--- src/rtl/lock_tune_defines.svh ---
// constants for the configuration lock and auto-tune sequencer
// assumes a 50 MHz clock and plain-port control from the panel logic
`ifndef LOCK_TUNE_DEFINES_SVH
`define LOCK_TUNE_DEFINES_SVH
`define CLK_HZ 50000000
`define LOCKOUT_MINUTES 10
`define LOCKOUT_CYCLES (64'(`LOCKOUT_MINUTES) * 64'h3C * 64'(`CLK_HZ))
`define MAX_WRONG_TRIES 3'h5
`define FACTORY_CODE 14'h0457
`define MASTER_OFFSET 14'h2328
`define CODE_ZERO 14'h0000
`define CYCLE_RESTRICTED 3'h6
`define CYCLE_CONTROL 3'h1
`define BLINK_CYCLES 32'h017D7840
`endif

--- src/rtl/lock_tune_pkg.sv ---
// types shared by the lock and tune sequencer
// assumes the defines header is compiled alongside
package lock_tune_pkg;
    // protection level codes: restricted only, 5-6 .. 1-6, every cycle
    typedef enum logic [2:0] {
        prot_only_restricted = 3'h0,
        prot_five_six = 3'h1,
        prot_four_six = 3'h2,
        prot_three_six = 3'h3,
        prot_two_six = 3'h4,
        prot_one_six = 3'h5,
        every_cycle_level = 3'h6
    } protection_level_select_t;
    // tuning selection values
    typedef enum logic [2:0] {
        tune_off = 3'h0,
        quick_tuning_option = 3'h1,
        tune_full = 3'h2,
        tune_self = 3'h3,
        retune_then_adaptive_option = 3'h4,
        strict_adaptive_option = 3'h5
    } tuning_selection_t;
    // panel edit request
    typedef struct packed {
        logic valid;
        logic [2:0] cycle;
        logic is_code_entry;
        logic is_code_change;
        logic [13:0] value;
    } edit_req_t;
endpackage

--- src/rtl/pulse_timer.sv ---
// down counter that raises done when a loaded count runs out
// assumes load and count are from the same clock domain
module pulse_timer
    import lock_tune_pkg::*;
#(
    parameter int WIDTH = 32
)
(
    // clock and reset
    input wire logic clk_in,
    input wire logic reset_n_in,
    // control
    input wire logic load_in,
    input wire logic [WIDTH-1:0] count_in,
    // status
    output logic busy_out,
    output logic done_out
);
    logic [WIDTH-1:0] cnt_reg, cnt_next; // remaining cycles
    logic busy_reg, busy_next; // counting
    logic done_reg, done_next; // one-cycle expiry pulse

    // next state: load restarts, otherwise count down to one, then stop with done
    always_comb
    begin
        cnt_next = cnt_reg;
        busy_next = busy_reg;
        done_next = 1'b0;
        if (load_in)
        begin
            cnt_next = count_in;
            busy_next = 1'b1;
        end
        else if (busy_reg)
        begin
            if (cnt_reg <= WIDTH'(1))
            begin
                busy_next = 1'b0;
                done_next = 1'b1;
            end
            else
            begin
                cnt_next = cnt_reg - WIDTH'(1);
            end
        end
    end

    // registers only
    always_ff @(posedge clk_in)
    begin
        if (!reset_n_in)
        begin
            cnt_reg <= '0;
            busy_reg <= 1'b0;
            done_reg <= 1'b0;
        end
        else
        begin
            cnt_reg <= cnt_next;
            busy_reg <= busy_next;
            done_reg <= done_next;
        end
    end

    assign busy_out = busy_reg;
    assign done_out = done_reg;
endmodule

--- src/rtl/lock_tune_seq.sv ---
// configuration lock and auto-tune sequencer
// assumes panel requests, run/reset events and tuner status on clk_in
// Operation
// - seven protection levels from restricted to all
// - restricted cycle always protected
// - code entry shown first in protected cycle
// - protected parameters viewable, edits rejected
// - valid code comes from code change parameter
// - factory access code is 1111
// - five wrong codes lock entry ten minutes
// - serial low three digits plus 9000 master
// - quick/full done loads PID, selection off
// - indicator lit during quick or full tuning
// - on/off during tuning, then PID
// - self-adaptive tunes at enable unless reference
// - large deviation restarts tuning and acquisition
// - user quick/full tune discards reference
// - retune option tunes then becomes self-adaptive
// - strict adaptive also tunes on control reset
// - acquisition length scales with response time
`include "lock_tune_defines.svh"
module lock_tune_seq
    import lock_tune_pkg::*;
#(
    parameter longint LOCKOUT_CYC = `LOCKOUT_CYCLES,
    parameter int ACQ_SCALE = 4
)
(
    // clock and reset
    input wire logic clk_in,
    input wire logic reset_n_in,
    // panel side
    input wire edit_req_t edit_in,
    input wire logic [2:0] view_cycle_in,
    input wire logic [9:0] serial_low_in,
    input wire protection_level_select_t protection_level_select_in,
    input wire logic [2:0] tuning_selection_in,
    input wire logic tuning_selection_wr_in,
    // process side
    input wire logic run_enable_in,
    input wire logic control_reset_in,
    input wire logic tune_done_in,
    input wire logic deviation_in,
    input wire logic [23:0] response_time_in,
    // status
    output logic edit_accept_out,
    output logic edit_reject_out,
    output logic code_entry_first_out,
    output logic unlocked_out,
    output logic lockout_out,
    output logic [13:0] access_code_out,
    output logic [2:0] tuning_selection_out,
    output logic tuning_indicator_out,
    output logic onoff_mode_out,
    output logic pid_load_out,
    output logic tune_start_out,
    output logic ref_valid_out
);
    typedef enum logic [1:0] {
        st_idle = 2'h0,
        st_tune = 2'h1,
        st_acquire = 2'h2
    } tune_state_t;

    // lock state
    logic [13:0] code_reg, code_next; // stored access code
    logic unlock_reg, unlock_next; // user code accepted
    logic master_reg, master_next; // master code accepted
    logic [2:0] wrong_reg, wrong_next; // consecutive failures
    logic lock_reg, lock_next; // entry refused
    logic acc_reg, acc_next;
    logic rej_reg, rej_next;
    logic first_reg, first_next;
    // tune state
    tune_state_t st_reg, st_next;
    tuning_selection_t sel_reg, sel_next;
    logic adaptive_reg, adaptive_next; // tuning started by a self mode or the retune option
    logic ref_reg, ref_next; // reference data held
    logic pid_reg, pid_next;
    logic start_reg, start_next;
    logic ind_reg, ind_next;
    logic onoff_reg, onoff_next; // on/off action while tuning
    logic run_d_reg; // previous run enable, edge detection
    logic [31:0] blink_reg, blink_next;
    logic blink_on_reg, blink_on_next;
    // timers
    logic lock_load, lock_done, acq_load, acq_done;
    logic [63:0] lock_cnt;
    logic [31:0] acq_cnt;
    logic [13:0] master_code;
    logic protected_cyc;
    logic view_guarded; // displayed cycle is protected
    logic run_rise;

    // master code: low three serial digits plus 9000
    assign master_code = 14'(serial_low_in) + `MASTER_OFFSET;
    assign lock_cnt = 64'(LOCKOUT_CYC);
    assign acq_cnt = 32'(response_time_in) * 32'(ACQ_SCALE);
    assign run_rise = run_enable_in & ~run_d_reg;

    // protection decode: level k protects cycles from (6-k) upward
    function automatic logic guarded_cyc(input logic [2:0] cyc,
                                         input protection_level_select_t lvl);
        if (cyc == `CYCLE_RESTRICTED)
            return 1'b1;
        if (lvl == every_cycle_level)
            return 1'b1;
        if (lvl == prot_only_restricted)
            return 1'b0;
        return (cyc >= 3'(`CYCLE_RESTRICTED - lvl));
    endfunction

    // one decode for the edited and the displayed cycle, so they never disagree
    assign protected_cyc = guarded_cyc(edit_in.cycle, protection_level_select_in);
    assign view_guarded = guarded_cyc(view_cycle_in, protection_level_select_in);

    // lock next state; code entry resolved before edits of the cycle
    always_comb
    begin
        code_next = code_reg;
        unlock_next = unlock_reg;
        master_next = master_reg;
        wrong_next = wrong_reg;
        lock_next = lock_reg;
        acc_next = 1'b0;
        rej_next = 1'b0;
        lock_load = 1'b0;
        first_next = view_guarded;
        if (lock_done)
        begin
            lock_next = 1'b0;
            wrong_next = 3'h0;
        end
        if (edit_in.valid && edit_in.is_code_entry)
        begin
            if (lock_reg)
                rej_next = 1'b1;
            else if (edit_in.value == code_reg)
            begin
                unlock_next = 1'b1;
                wrong_next = 3'h0;
                acc_next = 1'b1;
            end
            else if (edit_in.value == master_code)
            begin
                master_next = 1'b1;
                wrong_next = 3'h0;
                acc_next = 1'b1;
            end
            else
            begin
                rej_next = 1'b1;
                unlock_next = 1'b0;
                master_next = 1'b0;
                if (wrong_reg == `MAX_WRONG_TRIES - 3'h1)
                begin
                    lock_next = 1'b1;
                    lock_load = 1'b1;
                    wrong_next = `MAX_WRONG_TRIES;
                end
                else
                    wrong_next = wrong_reg + 3'h1;
            end
        end
        else if (edit_in.valid && edit_in.is_code_change)
        begin
            // master code grants only the code change
            if ((unlock_reg || master_reg) && edit_in.value != `CODE_ZERO)
            begin
                code_next = edit_in.value;
                acc_next = 1'b1;
            end
            else
                rej_next = 1'b1;
        end
        else if (edit_in.valid)
        begin
            if (protected_cyc && !unlock_reg)
                rej_next = 1'b1;
            else
                acc_next = 1'b1;
        end
    end

    // lock registers
    always_ff @(posedge clk_in)
    begin
        if (!reset_n_in)
        begin
            code_reg <= `FACTORY_CODE;
            unlock_reg <= 1'b0;
            master_reg <= 1'b0;
            wrong_reg <= 3'h0;
            lock_reg <= 1'b0;
            acc_reg <= 1'b0;
            rej_reg <= 1'b0;
            first_reg <= 1'b0;
        end
        else
        begin
            code_reg <= code_next;
            unlock_reg <= unlock_next;
            master_reg <= master_next;
            wrong_reg <= wrong_next;
            lock_reg <= lock_next;
            acc_reg <= acc_next;
            rej_reg <= rej_next;
            first_reg <= first_next;
        end
    end

    // tuning sequencer next state
    always_comb
    begin
        st_next = st_reg;
        sel_next = sel_reg;
        adaptive_next = adaptive_reg;
        ref_next = ref_reg;
        pid_next = 1'b0;
        start_next = 1'b0;
        acq_load = 1'b0;
        blink_next = blink_reg;
        blink_on_next = blink_on_reg;
        if (tuning_selection_wr_in)
        begin
            sel_next = tuning_selection_t'(tuning_selection_in);
            if (tuning_selection_in == quick_tuning_option ||
                tuning_selection_in == tune_full)
            begin
                ref_next = 1'b0;
                st_next = st_tune;
                start_next = 1'b1;
                adaptive_next = 1'b0;
            end
            else if (tuning_selection_in == retune_then_adaptive_option)
            begin
                st_next = st_tune;
                start_next = 1'b1;
                adaptive_next = 1'b1;
            end
        end
        else
        begin
            case (st_reg)
                st_idle:
                begin
                    // self modes tune on enable; strict also on reset
                    if ((sel_reg == tune_self || sel_reg == strict_adaptive_option) &&
                        ((run_rise && !ref_reg) ||
                         (sel_reg == strict_adaptive_option && control_reset_in) ||
                         (ref_reg && run_enable_in && deviation_in)))
                    begin
                        st_next = st_tune;
                        start_next = 1'b1;
                        adaptive_next = 1'b1;
                        ref_next = 1'b0;
                    end
                end
                st_tune:
                begin
                    if (tune_done_in)
                    begin
                        pid_next = 1'b1;
                        if (adaptive_reg)
                        begin
                            st_next = st_acquire;
                            acq_load = 1'b1;
                            blink_next = 32'h0;
                            blink_on_next = 1'b1;
                            if (sel_reg == retune_then_adaptive_option)
                                sel_next = tune_self;
                        end
                        else
                        begin
                            st_next = st_idle;
                            sel_next = tune_off;
                        end
                    end
                end
                st_acquire:
                begin
                    // slow flash divider
                    if (blink_reg >= `BLINK_CYCLES - 32'h1)
                    begin
                        blink_next = 32'h0;
                        blink_on_next = ~blink_on_reg;
                    end
                    else
                        blink_next = blink_reg + 32'h1;
                    if (acq_done)
                    begin
                        st_next = st_idle;
                        ref_next = 1'b1;
                    end
                end
                default: st_next = st_idle;
            endcase
        end
        ind_next = (st_next == st_tune) ||
            (st_next == st_acquire && blink_on_next);
        onoff_next = (st_next == st_tune);
    end

    // tuning registers
    always_ff @(posedge clk_in)
    begin
        if (!reset_n_in)
        begin
            st_reg <= st_idle;
            sel_reg <= tune_off;
            adaptive_reg <= 1'b0;
            ref_reg <= 1'b0;
            pid_reg <= 1'b0;
            start_reg <= 1'b0;
            ind_reg <= 1'b0;
            onoff_reg <= 1'b0;
            run_d_reg <= 1'b0;
            blink_reg <= 32'h0;
            blink_on_reg <= 1'b0;
        end
        else
        begin
            st_reg <= st_next;
            sel_reg <= sel_next;
            adaptive_reg <= adaptive_next;
            ref_reg <= ref_next;
            pid_reg <= pid_next;
            start_reg <= start_next;
            ind_reg <= ind_next;
            onoff_reg <= onoff_next;
            run_d_reg <= run_enable_in;
            blink_reg <= blink_next;
            blink_on_reg <= blink_on_next;
        end
    end

    // lockout interval timer
    pulse_timer #(.WIDTH(64)) lock_timer (
        .clk_in(clk_in),
        .reset_n_in(reset_n_in),
        .load_in(lock_load),
        .count_in(lock_cnt),
        .busy_out(),
        .done_out(lock_done)
    );

    // acquisition stage timer
    pulse_timer #(.WIDTH(32)) acq_timer (
        .clk_in(clk_in),
        .reset_n_in(reset_n_in),
        .load_in(acq_load),
        .count_in(acq_cnt),
        .busy_out(),
        .done_out(acq_done)
    );

    // outputs from flip-flops
    assign edit_accept_out = acc_reg;
    assign edit_reject_out = rej_reg;
    assign code_entry_first_out = first_reg;
    assign unlocked_out = unlock_reg;
    assign lockout_out = lock_reg;
    assign access_code_out = code_reg;
    assign tuning_selection_out = sel_reg;
    assign tuning_indicator_out = ind_reg;
    assign onoff_mode_out = onoff_reg;
    assign pid_load_out = pid_reg;
    assign tune_start_out = start_reg;
    assign ref_valid_out = ref_reg;

    // checks
    property p_reject_locked;
        @(posedge clk_in) disable iff (!reset_n_in)
        (edit_in.valid && !edit_in.is_code_entry && !edit_in.is_code_change &&
         protected_cyc && !unlock_reg) |=> edit_reject_out;
    endproperty
    a_reject_locked: assert property (p_reject_locked) else $error("protected edit taken");
    property p_restricted;
        @(posedge clk_in) disable iff (!reset_n_in)
        (edit_in.valid && edit_in.cycle == `CYCLE_RESTRICTED) |-> protected_cyc;
    endproperty
    a_restricted: assert property (p_restricted) else $error("restricted unprotected");
    property p_lock_entry;
        @(posedge clk_in) disable iff (!reset_n_in)
        (lock_reg && edit_in.valid && edit_in.is_code_entry) |=> (edit_reject_out && !unlocked_out);
    endproperty
    a_lock_entry: assert property (p_lock_entry) else $error("entry during lockout");
    property p_quick_done;
        @(posedge clk_in) disable iff (!reset_n_in)
        (st_reg == st_tune && tune_done_in && !adaptive_reg && !tuning_selection_wr_in)
        |=> (tuning_selection_out == tune_off && pid_load_out && !tuning_indicator_out);
    endproperty
    a_quick_done: assert property (p_quick_done) else $error("tune end wrong");
    property p_ind_tune;
        @(posedge clk_in) disable iff (!reset_n_in)
        onoff_mode_out |-> tuning_indicator_out;
    endproperty
    a_ind_tune: assert property (p_ind_tune) else $error("indicator dark in tune");
    property p_user_discard;
        @(posedge clk_in) disable iff (!reset_n_in)
        (tuning_selection_wr_in && tuning_selection_in == tune_full) |=> !ref_valid_out;
    endproperty
    a_user_discard: assert property (p_user_discard) else $error("reference kept");
    property p_retune;
        @(posedge clk_in) disable iff (!reset_n_in)
        (tuning_selection_wr_in && tuning_selection_in == retune_then_adaptive_option)
        |=> (tune_start_out && onoff_mode_out);
    endproperty
    a_retune: assert property (p_retune) else $error("retune not started");
    property p_code_ok;
        @(posedge clk_in) disable iff (!reset_n_in)
        (edit_in.valid && edit_in.is_code_entry && !lock_reg && edit_in.value == code_reg)
        |=> (unlocked_out && wrong_reg == 3'h0);
    endproperty
    a_code_ok: assert property (p_code_ok) else $error("good code refused");
    c_lockout: cover property (@(posedge clk_in) disable iff (!reset_n_in) $rose(lockout_out));
    c_acquire: cover property (@(posedge clk_in) disable iff (!reset_n_in) acq_done);
    c_unlock: cover property (@(posedge clk_in) disable iff (!reset_n_in) $rose(unlocked_out));
endmodule

--- config.mk ---
export PLATFORM = sky130hd
export DESIGN_NAME = lock_tune_seq
export DESIGN_NICKNAME = d
export VERILOG_FILES = /design/src/rtl/lock_tune_pkg.sv /design/src/rtl/pulse_timer.sv /design/src/rtl/lock_tune_seq.sv
export VERILOG_INCLUDE_DIRS = /design/src /design/src/rtl
export SDC_FILE = /design/constraint.sdc
export NUM_CORES = 1
export LEC_CHECK = 0
export BUFFER_PORTS_ARGS = -buffer_cell sky130_fd_sc_hd__buf_2
export CORE_ASPECT_RATIO = 0.75
export CORE_MARGIN = 4
export CORE_UTILIZATION = 55
export DETAILED_ROUTE_END_ITERATION = 6
export PLACE_DENSITY = 0.76
export SYNTH_ARGS = -nofsm -noshare
export SYNTH_HDL_FRONTEND = slang
export SYNTH_SLANG_ARGS = --single-unit
--- constraint.sdc ---
create_clock -name clk_in -period 6.9 [get_ports clk_in]
set_input_delay 1.38 -clock clk_in [delete_from_list [all_inputs] [get_ports clk_in]]
set_output_delay 1.38 -clock clk_in [all_outputs]
set_load 0.05 [all_outputs]
# == After elaboration in Yosys (flattened, before gate mapping) ==
# Index checks and enable logic that the tools add are counted.
# classes
eq_ne,26
div,0
shift,0
bitwise,13
mul,0
n_mux,113
add_sub_neg,6
order_cmp,5
n_reduce_logical,45
# op_table
operator,count
$mux W35,3
$mux W32,3
$mux W1,82
$mux W26,3
$le A64 B1 Y1 const B,1
$pmux W32 S2,1
$sub A64 B1 Y64 const B,1
$mux W3,11
$add A32 B1 Y32 const B,1
$ge A32 B25 Y1 const B,1
$le A32 B1 Y1 const B,1
$sub A32 B1 Y32 const B,1
$eq A14 B14 Y1,2
$eq A3 B3 Y1 const B,7
$reduce_and A3 Y1,5
$add A10 B14 Y14 const B,1
$mux W2,7
$reduce_bool A14 Y1,1
$reduce_bool A2 Y1,7
$not A1 Y1,12
$logic_and A1 B1 Y1,10
$ne A2 B2 Y1 const B,5
$reduce_or A3 Y1,3
$reduce_and A2 Y1,4
21 further kinds,35
# totals
n_memories,0
ramBits,0
latch_bits,0
in_bits,70
register_bits,168
romBits,0
output_inout_bits,27

# == Depth between registers and ports, before layout ==
# depth
word_depth,13
mapped_depth,10
depth_no_buf,9

# == Cells and area by module ==
# From an unflattened synthesis, not the netlist that was laid out.
# unflattened
cells_unflattened,1266
area_unflattened_um2,10094.7
# by_module_without_submodules
module,seq_area_each_um2,instances,area_per_inst_um2,cells_each
pulse_timer (lock_timer),1321.3,1,4108.9,528
lock_tune_seq,1361.3,1,3953.8,487
pulse_timer (acq_timer),680.7,1,2031.9,251

# == Least setup slack after synthesis ==
# OpenSTA, ideal clock, no wires.
# synth_timing
kind,input to register
from,input port serial_low_in[5]
to,register lock_timer.cnt_reg[1]
path_stages,9
path_slack_ns,3.279
required_time_ns,6.809
setup_ns,0.091
arrival_time_ns,3.529
cell_sequence,clkbuf_2 a21oi_1 or3_1 a2111o_1 a2111oi_4 a21boi_2 a31o_2 buf_2 a311oi_1
# synth_via
elab_chain_len,7
# synth_rtl
element,line,text
"start, declared",lock_tune_seq.sv:35,"input wire logic [9:0] serial_low_in,"
$add A10 B14 Y14 (no line),n/a,
$eq A14 B14 Y1,lock_tune_seq.sv:144,else if (edit_in.value == master_code)
$mux W1,lock_tune_seq.sv:144,
$mux W1,lock_tune_seq.sv:138,else if (edit_in.value == code_reg)
$mux W1,lock_tune_seq.sv:136,if (lock_reg)
$mux W1,lock_tune_seq.sv:134,if (edit_in.valid && edit_in.is_code_entry)
$reduce_or A2 Y1 (no line),n/a,
"end signal, assigned",pulse_timer.sv:59,cnt_reg <= cnt_next;
"end, declared",pulse_timer.sv:19,"logic [WIDTH-1:0] cnt_reg, cnt_next;"
# Every way passes these cells.
# A chain may end at the register's enable or synchronous reset.

# == Worst setup path after layout ==
# layout_timing
from,input port serial_low_in[3]
to,register lock_timer.cnt_reg[60]
# Same word-level chain as after synthesis.

==> results.cfg <==
[worst_setup_path]
worst-setup-path-type = in2reg
crit_fanout = 50
critPathLaunchType = primary input
critPathRequiredTime_ns = 7.16
cp-end-kind = flop
crit_arrival_ns = 4.02

[sta]
setup_viol = 0
rsz0062_at_grt = false
tns_ns = 0
min_period_over_period_pct = 54.37
worst_pin_slew_ns = 1.050
fin_ws_ns = 3.148
finalClockSkew_ns = 0.007462
period_minus_slack_ns = 3.752
hold-worst-slack_ns = 0.4665
drv_slew = 0
final_hold_viol_count = 0
fmax_mhz = 266.5
slew_headroom_pct = 29.97

[power]
max-vdd-ir-drop_mv = 0.1433
p_seq_share_pct = 45.5
p_comb_share_pct = 7.8
p_per_area_nw_per_um2 = 217.9
switchingPower_mw = 0.5009
leakage_nw = 3.990
internal_power_mw = 1.667
swShare_pct = 23.10
power_frac_clock_pct = 46.7

[yosys]
synth_area_per_cell_um2 = 8.417
synth-edff-count = 0
synth-seq-area-share_pct = 38.49
yosys.area.top_type = dfxtp_1
synthArstFlopShare_pct = 0
synthTopCellsByArea = dfxtp_1 (38%), xnor2_1 (7.5%), nor2_1 (5.2%)
synth_nets = 1129
netlist.area_leader.share_pct = 38.49
yosysUniqueCellTypes = 72
netlist_instances = 1038
ys.flop_type = dfxtp_1
ys_seq_elements = 168
yosys_warnings = 0
syn-cell-area_um2 = 8737

[floorplan]
coreArea_um2 = 15420
pin_count = 97
die_w_um = 153.5
die_h_um = 117.2
fp-row-count = 39
initial_core_util_pct = 56.66
dieArea_um2 = 17990

[cells_and_area]
final_nets = 1205
diodes = 0
final_common_cell = dfxtp_1
fin_cells = 1332
largest_reg_flops = 64
ff_latch_area_um2 = 3363
drive_above_1_share_pct = 13.31
nFillCells = 1321
multi_input_area_um2 = 5125
areaGrowthSynthToFinish_pct = 13.89
layout_common_cells = dfxtp_1 (168), nor2_1 (122), buf_2 (96)

[global_routing]
grt_pass1_wl_um = 33600
antenna_found_initial = 0
grt_max_degree = 70
grt_overflow_total = 0
grt_pass1_vias = 7254
grt_use_total_pct = 22.25

[placed_design]
port_buffers = 96
place_inst = 1300
place_hpwl_um = 12930
place_congestion = 0.8696
pre_cts_ws_ns = 2.696

[drt]
via_count = 7696
ant_nets = 0
via_per_inst = 5.778
wl_per_cell_um = 14.45
drc = 0
drtIter0Drc = 493
wl_um = 19250
dr.pass1.iters = 5

[cts]
cts_buffers = 17
clock_latency_ns = 0.43
cts_setup_buffers = 0
clk_pin_slew_ns = 0.06
cts_hold_buf = 0
cts-root-buf = clkbuf_16
clkSinkCount = 168
ctsResizeCount = 0
h-tree-depth = 4
cts_tree = done
cts_buffer_depth = 2

[flow_run]
maxCapViolCount = 0

[hold_path]
min_path_type = reg2reg

[status]
status = finished clean
[cells in the mapped netlist (16+ instances only)]
cell,n
clkbuf_1,34
a21oi_1,63
nor4_1,24
or4_1,29
or3_1,23
xnor2_1,75
o21ai_0,77
nor3_1,48
nand4_1,19
xor2_1,39
nand3_1,30
nand2_1,69
inv_1,20
dfxtp_1,168
nor2_1,122
ha_1,21
mux2i_1,16
[metrics by stage]
step	utilization, %	total power [mW]	area (um2)
floorplan	-	1.122	8737
global placement	60.46	1.174	9323
detailed placement	60.46	1.177	9323
CTS	64.53	2.188	9951
global route	64.53	2.247	9951
finish	64.53	2.168	9951
[per-layer routing]
layer / track usage, % / vias up / share of wire (%)
li1: - / 3903 / -
met4: 6.706 / 0 / 1.3
met5: 0 / - / 0
met3: 5.366 / 26 / 5.8
met2: 34.72 / 192 / 43
met1: 30.99 / 3575 / 50
[path summary, 6_finish.rpt]
| path | start | cells after the start | slack [ns] | to |
|---|---|---|---|---|
| hold reg to reg | blink_reg[28] | 1 | 0.47 | blink_reg[28] |
| hold / removal | blink_reg[28] | 1 | 0.47 | blink_reg[28] |
| setup reg to reg | acq_timer.cnt_reg[21] | 7 | 3.52 | acq_timer.cnt_reg[16] |
| setup / recovery | serial_low_in[3] | 9 | 3.15 | lock_timer.cnt_reg[60] |
[worst max-delay path: stages]
cell and delay, ns:
buf_2 0.12, ha_1 0.27, o211a_1 0.28, o21a_1 0.18, o21ai_0 0.29, a2111oi_4 0.13, a21boi_2 0.30, a31o_2 0.89
nor2_1 0.14
[logic make-up after synthesis]
kind of cell | share of synthesized area (%)
compound gates | 15.22
xor+xnor | 11.43
fa+ha+maj | 3.007
buf+inv | 2.850
flops | 38.49
mux | 1.833
simple gates | 27.17
[layout make-up]
| type | instances | share of cell area [%] |
|---|---|---|
| inverters | 20 | 0.7544 |
| repair buffers | 99 | 5.055 |
| clock buffers | 21 | 4.627 |
| well taps | 205 | 2.578 |
| multi-input cells | 808 | 51.50 |
| flip-flops and latches | 168 | 33.80 |
| clock inverters | 11 | 1.685 |
[power by group through the flow]
stage          Sequential [mW]  Clock, mW  Combinational (mW)
2_1_floorplan             1.02          0              0.0974
3_3_place_gp              1.01          0               0.167
3_5_place_dp              1.01          0               0.169
4_1_cts                  0.986       1.03               0.170
5_1_grt                  0.987       1.07               0.190
6_report                 0.987       1.01               0.170
(Power assumes the default switching activity.)
